**src/include/dcpr_pkg.sv**
```systemverilog
// package: register map, field layout and reset values of the pointer readback block
package dcpr_pkg;
  localparam int unsigned NUM_STREAMS = 4;
  localparam int unsigned STREAM_STRIDE = 32'h0000_0040;
  // per-stream register offsets from stream_base_offset
  localparam logic [5:0] OFS_SOURCE_START = 6'h00;
  localparam logic [5:0] OFS_DEST_START = 6'h08;
  localparam logic [5:0] OFS_STREAM_CONTROL = 6'h14;
  localparam logic [5:0] OFS_SOURCE_POINTER_HIGH = 6'h18;
  localparam logic [5:0] OFS_SOURCE_POINTER_LOW = 6'h1C;
  localparam logic [5:0] OFS_DESTINATION_POINTER_HIGH = 6'h20;
  localparam logic [5:0] OFS_DESTINATION_POINTER_LOW = 6'h24;
  // stream_control field positions
  localparam int unsigned BIT_ENABLE = 0;
  localparam int unsigned BIT_SOURCE_INCREMENT_ENABLE = 1;
  localparam int unsigned BIT_DESTINATION_INCREMENT_ENABLE = 2;
  localparam int unsigned POS_SOURCE_UNIT_WIDTH = 3;
  localparam int unsigned POS_DESTINATION_UNIT_WIDTH = 7;
  localparam int unsigned BIT_MEM_TO_MEM = 11;
  localparam int unsigned HALF_WIDTH = 16;
  // writable bits of stream_control, bit 11 on the last stream only; the rest are reserved and read zero
  localparam logic [31:0] CONTROL_WRITE_MASK = 32'h0000_2BFF;
  localparam logic [31:0] CONTROL_RESET = 32'h0000_0000;
  localparam logic [31:0] POINTER_RESET = 32'h0000_0000;
  localparam logic [31:0] START_RESET = 32'h0000_0000;
  // unit width encodings
  localparam logic [1:0] UNIT_BYTE = 2'h0;
  localparam logic [1:0] UNIT_HALF = 2'h1;
  localparam logic [1:0] UNIT_WORD = 2'h2;
  // axi responses
  localparam logic [1:0] RESP_OKAY = 2'h0;
  localparam logic [1:0] RESP_SLVERR = 2'h2;
  typedef enum logic [1:0] {
    DCPR_REG_NONE = 2'b00,
    DCPR_REG_RW   = 2'b01,
    DCPR_REG_RO   = 2'b10
  } dcpr_access_type;
endpackage

```
**src/hw/dcpr_pointer_readback.sv**
```systemverilog
// design: per-stream live source/destination pointers behind an axi4-lite slave
//
// The AXI4-Lite register port was left to the implementer.
`timescale 1ns/1ps
`default_nettype none
module dcpr_pointer_readback
  import dcpr_pkg::*;
#(
  parameter int unsigned ADDR_WIDTH = 8
) (
  input  wire logic                   clock,
  input  wire logic                   rst,
  // axi4-lite slave
  input  wire logic [ADDR_WIDTH-1:0]  s_axi_awaddr,
  input  wire logic                   s_axi_awvalid,
  output logic                        s_axi_awready,
  input  wire logic [31:0]            s_axi_wdata,
  input  wire logic [3:0]             s_axi_wstrb,
  input  wire logic                   s_axi_wvalid,
  output logic                        s_axi_wready,
  output logic [1:0]                  s_axi_bresp,
  output logic                        s_axi_bvalid,
  input  wire logic                   s_axi_bready,
  input  wire logic [ADDR_WIDTH-1:0]  s_axi_araddr,
  input  wire logic                   s_axi_arvalid,
  output logic                        s_axi_arready,
  output logic [31:0]                 s_axi_rdata,
  output logic [1:0]                  s_axi_rresp,
  output logic                        s_axi_rvalid,
  input  wire logic                   s_axi_rready,
  // transfer engine strobes, one bit per stream, same clock
  input  wire logic [NUM_STREAMS-1:0] sourceUnitFetched,
  input  wire logic [NUM_STREAMS-1:0] destinationUnitWritten,
  // live state toward the engine
  output logic [NUM_STREAMS-1:0]      streamEnabled
);

  // the map needs a full stride per stream
  if (ADDR_WIDTH < 8 || ADDR_WIDTH > 32) begin : gAddrCheck
    $error("dcpr_pointer_readback: ADDR_WIDTH must be 8..32");
  end

  // the stream index is two address bits, so the map serves exactly four streams
  if (NUM_STREAMS != 4) begin : gStreamCheck
    $error("dcpr_pointer_readback: NUM_STREAMS must be 4");
  end

  logic [31:0] sourcePointer_q [NUM_STREAMS];
  logic [31:0] destPointer_q [NUM_STREAMS];
  logic [31:0] sourceStart_q [NUM_STREAMS];
  logic [31:0] destStart_q [NUM_STREAMS];
  logic [31:0] control_q [NUM_STREAMS];

  logic [ADDR_WIDTH-1:0] writeAddr_q;
  logic [31:0]           writeData_q;
  logic [3:0]            writeStrb_q;
  logic                  addrHeld_q;
  logic                  dataHeld_q;
  logic                  writeFire;
  logic [1:0]            writeStream;
  logic [5:0]            writeOffset;
  dcpr_access_type       writeKind;
  // decoded write and read targets
  logic                  controlWrite;
  logic [31:0]           controlKeep;
  logic                  readMapped;
  logic [31:0]           readWord;

  // per-stream pointer events, decoded once for the pointer process
  logic [NUM_STREAMS-1:0] transferStart;
  logic [NUM_STREAMS-1:0] sourceStep;
  logic [NUM_STREAMS-1:0] destStep;

  // stream index from a byte address
  function automatic logic [1:0] streamOf(input logic [ADDR_WIDTH-1:0] addr);
    return addr[7:6];
  endfunction

  // offset within the stream window
  function automatic logic [5:0] offsetOf(input logic [ADDR_WIDTH-1:0] addr);
    return addr[5:0];
  endfunction

  // classify an address; bits above the map make it unmapped
  function automatic dcpr_access_type accessOf(input logic [ADDR_WIDTH-1:0] addr);
    logic [31:0] wide;
    wide = 32'(addr);
    if (wide[31:8] != 24'h00_0000) begin
      return DCPR_REG_NONE;
    end
    unique case (offsetOf(addr))
      OFS_SOURCE_START,
      OFS_DEST_START,
      OFS_STREAM_CONTROL:           return DCPR_REG_RW;
      OFS_SOURCE_POINTER_HIGH,
      OFS_SOURCE_POINTER_LOW,
      OFS_DESTINATION_POINTER_HIGH,
      OFS_DESTINATION_POINTER_LOW:  return DCPR_REG_RO;
      default:                      return DCPR_REG_NONE;
    endcase
  endfunction

  // byte-lane merge of a write into an old value
  function automatic logic [31:0] mergeBytes(input logic [31:0] old,
                                             input logic [31:0] data,
                                             input logic [3:0]  strb);
    logic [31:0] res;
    res = old;
    for (int b = 0; b < 4; b++) begin
      if (strb[b]) begin
        res[8*b +: 8] = data[8*b +: 8];
      end
    end
    return res;
  endfunction

  // unit width in bytes; the reserved code counts as a word
  function automatic logic [31:0] unitBytes(input logic [1:0] code);
    unique case (code)
      UNIT_BYTE: return 32'h0000_0001;
      UNIT_HALF: return 32'h0000_0002;
      default:   return 32'h0000_0004;
    endcase
  endfunction

  // write fires once address and data are both held
  always_comb begin
    writeFire = addrHeld_q && dataHeld_q && !s_axi_bvalid;
    writeStream = streamOf(writeAddr_q);
    writeOffset = offsetOf(writeAddr_q);
    writeKind = accessOf(writeAddr_q);
    controlWrite = writeFire && writeKind == DCPR_REG_RW
                   && writeOffset == OFS_STREAM_CONTROL;
    // mem-to-mem means nothing below the last stream, so it never sticks there
    if (writeStream == 2'(NUM_STREAMS - 1)) begin
      controlKeep = CONTROL_WRITE_MASK;
    end else begin
      controlKeep = CONTROL_WRITE_MASK & ~(32'(1) << BIT_MEM_TO_MEM);
    end
  end

  // transfer start and increment requests per stream
  always_comb begin
    for (int s = 0; s < NUM_STREAMS; s++) begin
      // enable going 0 to 1 through byte lane 0 starts a transfer
      transferStart[s] = controlWrite && writeStream == 2'(s) && writeStrb_q[0]
                         && writeData_q[BIT_ENABLE] && !control_q[s][BIT_ENABLE];
      // strobes on an idle stream are dropped so its halves stay put
      sourceStep[s] = control_q[s][BIT_ENABLE] && sourceUnitFetched[s]
                      && control_q[s][BIT_SOURCE_INCREMENT_ENABLE];
      destStep[s] = control_q[s][BIT_ENABLE] && destinationUnitWritten[s]
                    && control_q[s][BIT_DESTINATION_INCREMENT_ENABLE];
    end
  end

  // write address channel; taken independently of data
  always_ff @(posedge clock or posedge rst) begin
    if (rst) begin
      addrHeld_q <= 1'b0;
      writeAddr_q <= '0;
      s_axi_awready <= 1'b0;
    end else if (writeFire) begin
      addrHeld_q <= 1'b0;
      s_axi_awready <= 1'b0;
    end else if (s_axi_awvalid && s_axi_awready) begin
      addrHeld_q <= 1'b1;
      writeAddr_q <= s_axi_awaddr;
      s_axi_awready <= 1'b0;
    end else begin
      // reopens only once the response is gone: one write at a time
      s_axi_awready <= !addrHeld_q && !s_axi_bvalid;
    end
  end

  // write data channel
  always_ff @(posedge clock or posedge rst) begin
    if (rst) begin
      dataHeld_q <= 1'b0;
      writeData_q <= '0;
      writeStrb_q <= '0;
      s_axi_wready <= 1'b0;
    end else if (writeFire) begin
      dataHeld_q <= 1'b0;
      s_axi_wready <= 1'b0;
    end else if (s_axi_wvalid && s_axi_wready) begin
      dataHeld_q <= 1'b1;
      writeData_q <= s_axi_wdata;
      writeStrb_q <= s_axi_wstrb;
      s_axi_wready <= 1'b0;
    end else begin
      // data side follows the same rule as the address side
      s_axi_wready <= !dataHeld_q && !s_axi_bvalid;
    end
  end

  // write response; pointer writes answer okay but store nothing
  always_ff @(posedge clock or posedge rst) begin
    if (rst) begin
      s_axi_bvalid <= 1'b0;
      s_axi_bresp <= RESP_OKAY;
    end else if (writeFire) begin
      s_axi_bvalid <= 1'b1;
      s_axi_bresp <= (writeKind == DCPR_REG_NONE) ? RESP_SLVERR : RESP_OKAY;
    end else if (s_axi_bready) begin
      // bready alone clears; harmless while bvalid is already low
      s_axi_bvalid <= 1'b0;
    end
  end

  // stream control and start addresses, software owned
  always_ff @(posedge clock or posedge rst) begin
    if (rst) begin
      for (int s = 0; s < NUM_STREAMS; s++) begin
        control_q[s] <= CONTROL_RESET;
        sourceStart_q[s] <= START_RESET;
        destStart_q[s] <= START_RESET;
      end
    end else if (writeFire && writeKind == DCPR_REG_RW) begin
      unique case (writeOffset)
        OFS_STREAM_CONTROL: begin
          // reserved bits drop and read back zero
          control_q[writeStream] <= mergeBytes(control_q[writeStream],
                                               writeData_q, writeStrb_q)
                                    & controlKeep;
        end
        OFS_SOURCE_START: begin
          sourceStart_q[writeStream] <= mergeBytes(sourceStart_q[writeStream],
                                                   writeData_q, writeStrb_q);
        end
        default: begin
          destStart_q[writeStream] <= mergeBytes(destStart_q[writeStream],
                                                 writeData_q, writeStrb_q);
        end
      endcase
    end
  end

  // live pointers; only the engine strobes and a transfer start move them
  always_ff @(posedge clock or posedge rst) begin
    if (rst) begin
      for (int s = 0; s < NUM_STREAMS; s++) begin
        sourcePointer_q[s] <= POINTER_RESET;
        destPointer_q[s] <= POINTER_RESET;
      end
    end else begin
      for (int s = 0; s < NUM_STREAMS; s++) begin
        if (transferStart[s]) begin
          // a new transfer reloads both pointers from their start values
          sourcePointer_q[s] <= sourceStart_q[s];
          destPointer_q[s] <= destStart_q[s];
        end else begin
          // the two sides step independently and may both move in one cycle
          if (sourceStep[s]) begin
            sourcePointer_q[s] <= sourcePointer_q[s] + unitBytes(
              control_q[s][POS_SOURCE_UNIT_WIDTH +: 2]);
          end
          if (destStep[s]) begin
            destPointer_q[s] <= destPointer_q[s] + unitBytes(
              control_q[s][POS_DESTINATION_UNIT_WIDTH +: 2]);
          end
        end
      end
    end
  end

  // read value of one register; reserved upper bits read zero
  function automatic logic [31:0] readValue(input logic [ADDR_WIDTH-1:0] addr);
    logic [1:0] s;
    s = streamOf(addr);
    unique case (offsetOf(addr))
      OFS_SOURCE_START:             return sourceStart_q[s];
      OFS_DEST_START:               return destStart_q[s];
      OFS_STREAM_CONTROL:           return control_q[s];
      OFS_SOURCE_POINTER_HIGH:      return {16'h0000,
                                            sourcePointer_q[s][31:HALF_WIDTH]};
      OFS_SOURCE_POINTER_LOW:       return {16'h0000,
                                            sourcePointer_q[s][HALF_WIDTH-1:0]};
      OFS_DESTINATION_POINTER_HIGH: return {16'h0000,
                                            destPointer_q[s][31:HALF_WIDTH]};
      OFS_DESTINATION_POINTER_LOW:  return {16'h0000,
                                            destPointer_q[s][HALF_WIDTH-1:0]};
      default:                      return 32'h0000_0000;
    endcase
  endfunction

  // read decode from the live address; only used at the address handshake
  always_comb begin
    readMapped = accessOf(s_axi_araddr) != DCPR_REG_NONE;
    readWord = readValue(s_axi_araddr);
  end

  // read channel; one read outstanding, data captured at the address handshake
  always_ff @(posedge clock or posedge rst) begin
    if (rst) begin
      s_axi_arready <= 1'b0;
      s_axi_rvalid <= 1'b0;
      s_axi_rdata <= 32'h0000_0000;
      s_axi_rresp <= RESP_OKAY;
    end else if (s_axi_arvalid && s_axi_arready) begin
      s_axi_arready <= 1'b0;
      s_axi_rvalid <= 1'b1;
      if (!readMapped) begin
        s_axi_rdata <= 32'h0000_0000;
        s_axi_rresp <= RESP_SLVERR;
      end else begin
        // a read never touches pointer state
        s_axi_rdata <= readWord;
        s_axi_rresp <= RESP_OKAY;
      end
    end else if (s_axi_rvalid) begin
      if (s_axi_rready) begin
        s_axi_rvalid <= 1'b0;
      end
    end else begin
      // one idle cycle after each answer before the next address is taken
      s_axi_arready <= 1'b1;
    end
  end

  // enable bits toward the engine, from a flop
  always_ff @(posedge clock or posedge rst) begin
    if (rst) begin
      streamEnabled <= '0;
    end else begin
      for (int s = 0; s < NUM_STREAMS; s++) begin
        streamEnabled[s] <= control_q[s][BIT_ENABLE];
      end
    end
  end

endmodule
`default_nettype wire

```
**config.mk**
```make
export PLATFORM = sky130hd
export DESIGN_NAME = dcpr_pointer_readback
export DESIGN_NICKNAME = d
export VERILOG_FILES = /design/src/include/dcpr_pkg.sv /design/src/hw/dcpr_pointer_readback.sv
export SDC_FILE = /design/constraint.sdc
export NUM_CORES = 2
export LEC_CHECK = 0
export BUFFER_PORTS_ARGS = -buffer_cell sky130_fd_sc_hd__buf_2
export CAP_MARGIN = 15
export CORE_MARGIN = 2
export CORE_UTILIZATION = 31
export DETAILED_ROUTE_END_ITERATION = 8
export PLACE_DENSITY = 0.48
export SETUP_SLACK_MARGIN = 0.4
export SLEW_MARGIN = 20
export SYNTH_ARGS = -nofsm -noshare
export SYNTH_HDL_FRONTEND = slang
export SYNTH_SLANG_ARGS = --single-unit
```
**constraint.sdc**
```tcl
create_clock -name clock -period 18.3 [get_ports clock]
set_input_delay 1.83 -clock clock [delete_from_list [all_inputs] [get_ports clock]]
set_output_delay 1.83 -clock clock [all_outputs]
set_load 0.03 [all_outputs]
```
# == Yosys cells after proc, flatten, opt, wreduce, memory -nomap -nowiden ==
# Cells that the tools add are included.
# totals
output_inout_bits,45
romBits,0
reg_bits,731
ramBits,0
in_bits,67
latchBits,0
n_memories,0
# classes
div,0
n_reduce_logical,83
multipliers,0
bitwise,5
eq_ne,25
n_lt_le_gt_ge,3
shifts,0
mux,127
addsub,8
# op_table
op,count
32-bit two-way mux,50
32-bit binary-select mux with 2-bit select,8
128-bit bitwise mux,3
8-bit two-way mux,36
32-bit adder,8
32-bit one-hot mux with 7 select lines,1
32-bit demux with 2-bit select,1
3-bit one-hot mux with 2 select lines,8
1-bit logical AND,42
6-bit by 5-bit equality test with 1-bit output (second input constant),6
32-bit AND,1
6-bit equality test (second input constant),4
2-bit nonzero test,12
2-bit by 1-bit equality test with 1-bit output (second input constant),10
2-bit zero test,10
1-bit two-way mux,15
6-bit by 4-bit equality test with 1-bit output (second input constant),2
6-bit zero test,2
12-bit two-way mux,1
2-bit AND reduction,5
2-bit one-hot mux with 2 select lines,2
4-bit OR reduction,2
1-bit zero test,7
3-bit greater-or-equal comparator (second input constant),2
8 further kinds,13

# == Longest topological paths before layout ==
# depth
word_depth,14
mapped_depth,11
depth_no_buf,10

# == Worst setup path before layout ==
# OpenSTA, ideal clock, no wires.
# synth_timing
path_kind,in2reg
startpoint,input s_axi_araddr[6]
endpoint,register s_axi_rdata[10]
path_buffers,3
path_stages,7
slack_ns,14.674
setup_ns,0.124
required_ns,18.176
arrival_ns,3.502
path_cell_list,clkbuf_1 -> buf_2 -> buf_2 -> mux4_2 -> a22oi_1 -> a21oi_1 -> a211o_1
# synth_via
elab_chain_len,6
elab_cells_between_ends,18
classes_between,mux: 17; bitwise: 1
# synth_rtl
item,line,text
from (decl),dcpr_pointer_readback.sv:24,"input wire logic [ADDR_WIDTH-1:0] s_axi_araddr,"
2-bit NOT with 3-bit output (implied by the code) *,-,
"32-bit binary-select mux with 2-bit select, on equally long branches",-,
"32-bit two-way mux, on equally long branches (2 in a row)",-,
32-bit one-hot mux with 7 select lines *,dcpr_pointer_readback.sv:270,unique case (offsetOf(addr))
32-bit two-way mux *,dcpr_pointer_readback.sv:302,if (!readMapped) begin
to (signal assigned),dcpr_pointer_readback.sv:307,s_axi_rdata <= readWord;
to (decl),dcpr_pointer_readback.sv:27,"output logic [31:0] s_axi_rdata,"
# Every way passes the cells marked *; elsewhere a longest branch is shown, timed or not. The select of a mux whose other input is x is not followed.
# A chain may end at the register's enable or synchronous reset.

# == Worst setup path in the final report ==
# layout_timing
startpoint,input s_axi_araddr[7]
endpoint,register s_axi_rdata[5]
# The elaborated chain is that of the path after synthesis.

==> impl_metrics.tcl <==
set metrics [dict create \
    min_path_type "reg2reg" \
    leakagePower_nw 17.1 \
    rsz0062_at_grt "no" \
    synth-async-reset-ratio_pct 100 \
    vias_per_cell 6.09 \
    syn-instance-count 3510 \
    synth.top_cell.area_share_pct 44.7 \
    overflow 0 \
    cap_viol_max_count 0 \
    ir_drop_v 0.0000930 \
    rows 125 \
    start_util_pct 31.2 \
    crit_chain "buf_6 -> buf_4 -> buf_4 -> mux4_2 -> a22oi_1 -> and4_1 -> o21ai_0" \
    hold_depth 1 \
    synth_seq_cells 649 \
    synth_seq_area_share_pct 44.7 \
    floorplan.die.width_um 346 \
    yosysMostFrequentCell "dfrtp_1" \
    reg2regPathDepth 6 \
    numClockSinks 649 \
    die_h_um 346 \
    cts-hold-fix-buffers 0 \
    numCtsBuffers 77 \
    hpwlAfterDp_mm 111 \
    synth_cell_types 74 \
    max_clock_freq_ghz 0.220 \
    clk-insertion-delay-late_ps 660 \
    routed-wl-met3_mm 12.9 \
    cp_num_buf_inv 3 \
    setup_viol 0 \
    slew_violations 0 \
    cts_buffer_depth 3 \
    grt_usage_pct 25.3 \
    postRouteAntennaNets 0 \
    cts_setup_buffers 0 \
    fillCellCount 11600 \
    layout.nets 3643 \
    syn_area_per_cell_um2 10.3 \
    critical_path.most_common_cell "buf_4" \
    slowest_delay_ps 820 \
    status "complete, no violations" \
    worstPathMaxFanout 60 \
    crit_required_ps 18800 \
    multiInputGateArea_um2 19000 \
    dr.pass1.iters 6 \
    synth_common_cells "649 x dfrtp_1, 386 x nor2_1, 356 x nand2_1, 338 x a21oi_1, 215 x mux4_2" \
    die_area_um2 120000 \
    port_buffers 109 \
    worst_pin_slew_ps 1220 \
    cp_slowest_cell "buf_4" \
    fin_skew_ps 36.8 \
    cts-resized-gates 0 \
    setup_ws_ps 13760 \
    relSlewSlack_pct 17.8 \
    drc 0 \
    syn_area_um2 36300 \
    cp.depth 7 \
    wl_met2_mm 68.2 \
    areaGrowthSynthToFinish_pct 13.1 \
    dpl.cell_count 4989 \
    power_mw 5.13 \
    ioPinCount 112 \
    seq_area_um2 16200 \
    place_congestion 0.940 \
    cp-start-kind "input port" \
    dr.first_iter.drc_count 3735 \
    drt-total-wl_mm 155 \
    path_delay_family "buffers and inverters" \
    end_kind "flip-flop" \
    clk_pin_slew_worst_paths_ps 60 \
    hold_viol 0 \
    grt_pass1_vias 28900 \
    power.density_nw_per_um2 125 \
    cts_tree "yes" \
    wl_per_cell_um 30.2 \
    setup_tns_ps 0 \
    period_needed_ps 4540 \
    crit_arrival_ps 5030 \
    synth_edf_count 0 \
    dr.max_layer_used "met5" \
    crit_type "in2reg" \
    layout.cells.non_filler 5127 \
    vias 31200 \
    grt_max_degree 72 \
    htree_levels 3 \
    period_share_pct 24.8 \
    synth_flop_cell "dfrtp_1" \
    grt_pass1_wl_mm 222 \
    root_buffer "clkbuf_16" \
    yosys.area.top_type "dfrtp_1" \
    core_area_um2 116000 \
    yosysWarningCount 0 \
    wl_met1_mm 68.1 \
    pre_cts_slack_ps 13130 \
    antenna_found_initial 12 \
    synth_area_leaders "dfrtp_1 45%, mux4_2 13%, a21oi_1 4.7%" \
    drive_above_1_share_pct 18.8 \
]
==> sequential cells by signal (all words and copies together), names as in the netlist, 8 cells and up <==
register,flops
destPointer_q,128
destStart_q,128
sourcePointer_q,128
sourceStart_q,128
control_q,48
s_axi_rdata,32
writeData_q,32
writeAddr_q,8
==> cell type report <==
class                           count  share of cell area (%)
Antenna cell                        2                  0.0122
Inverter                           51                   0.475
Clock inverter                     21                   0.652
Clock buffer                      115                    5.59
Tap cell                         1524                    4.64
Timing Repair Buffer              186                    2.78
Multi-Input combinational cell   2579                    46.3
Sequential cell                   649                    39.6
==> placed cells by master, fill, tap and decap left out, types with 82 or more instances in the layout <==
cell,netlist,final
dfrtp_1,649,646
nor2_1,386,378
nand2_1,356,356
a21oi_1,338,338
mux4_2,215,215
nand3_1,183,183
o21ai_0,160,160
buf_2,59,107
mux2_2,105,105
mux2i_1,83,83
clkbuf_16,0,82
==> logic make-up (layout without fill, tap and decap cells) <==
kind of cell,after synthesis,in the layout,synth area share (%)
other cells,1,4,0.0103
simple gates,1269,1269,16.7
mux,403,403,18.9
buf+inv,283,373,3.18
fa+ha+maj,32,32,1.27
compound gates,852,852,14.7
flops,649,649,44.7
xor+xnor,21,21,0.507
==> stage by stage <==
stage                     utilization [%]  hold WS (ps)  cell area (um^2)
after floorplan                         -           352             36300
after global placement               33.1           465             38500
after detailed placement             33.1           468             38500
after CTS                            35.3           487             41100
after global routing                 35.3           518             41100
final                                35.3           484             41100
==> power breakdown <==
group	switching (mW)	internal, mW
registers	0.602	1.73
clock network	0.670	0.939
logic	0.633	0.555
==> per-layer routing <==
| metal | GRT usage (%) | up-vias |
|---|---|---|
| li1 | - | 13300 |
| met1 | 36.7 | 16100 |
| met2 | 37.9 | 1568 |
| met3 | 4.87 | 242 |
| met4 | 8.27 | 12 |
| met5 | 0 | - |
==> final timing paths <==
path	to	start	slack, ps
worst max-delay path	s_axi_rdata[5]	s_axi_araddr[7]	13760
worst min-delay path	s_axi_bresp[1]	s_axi_bresp[1]	480
worst max register to register	sourcePointer_q[3]	writeAddr_q[6]	14460
worst min register to register	s_axi_bresp[1]	s_axi_bresp[1]	480
max in group asynchronous	writeAddr_q[7]	rst	13920
min in group asynchronous	sourceStart_q[30]	rst	1400
No activity file was read; power rests on OpenSTA's default activity.
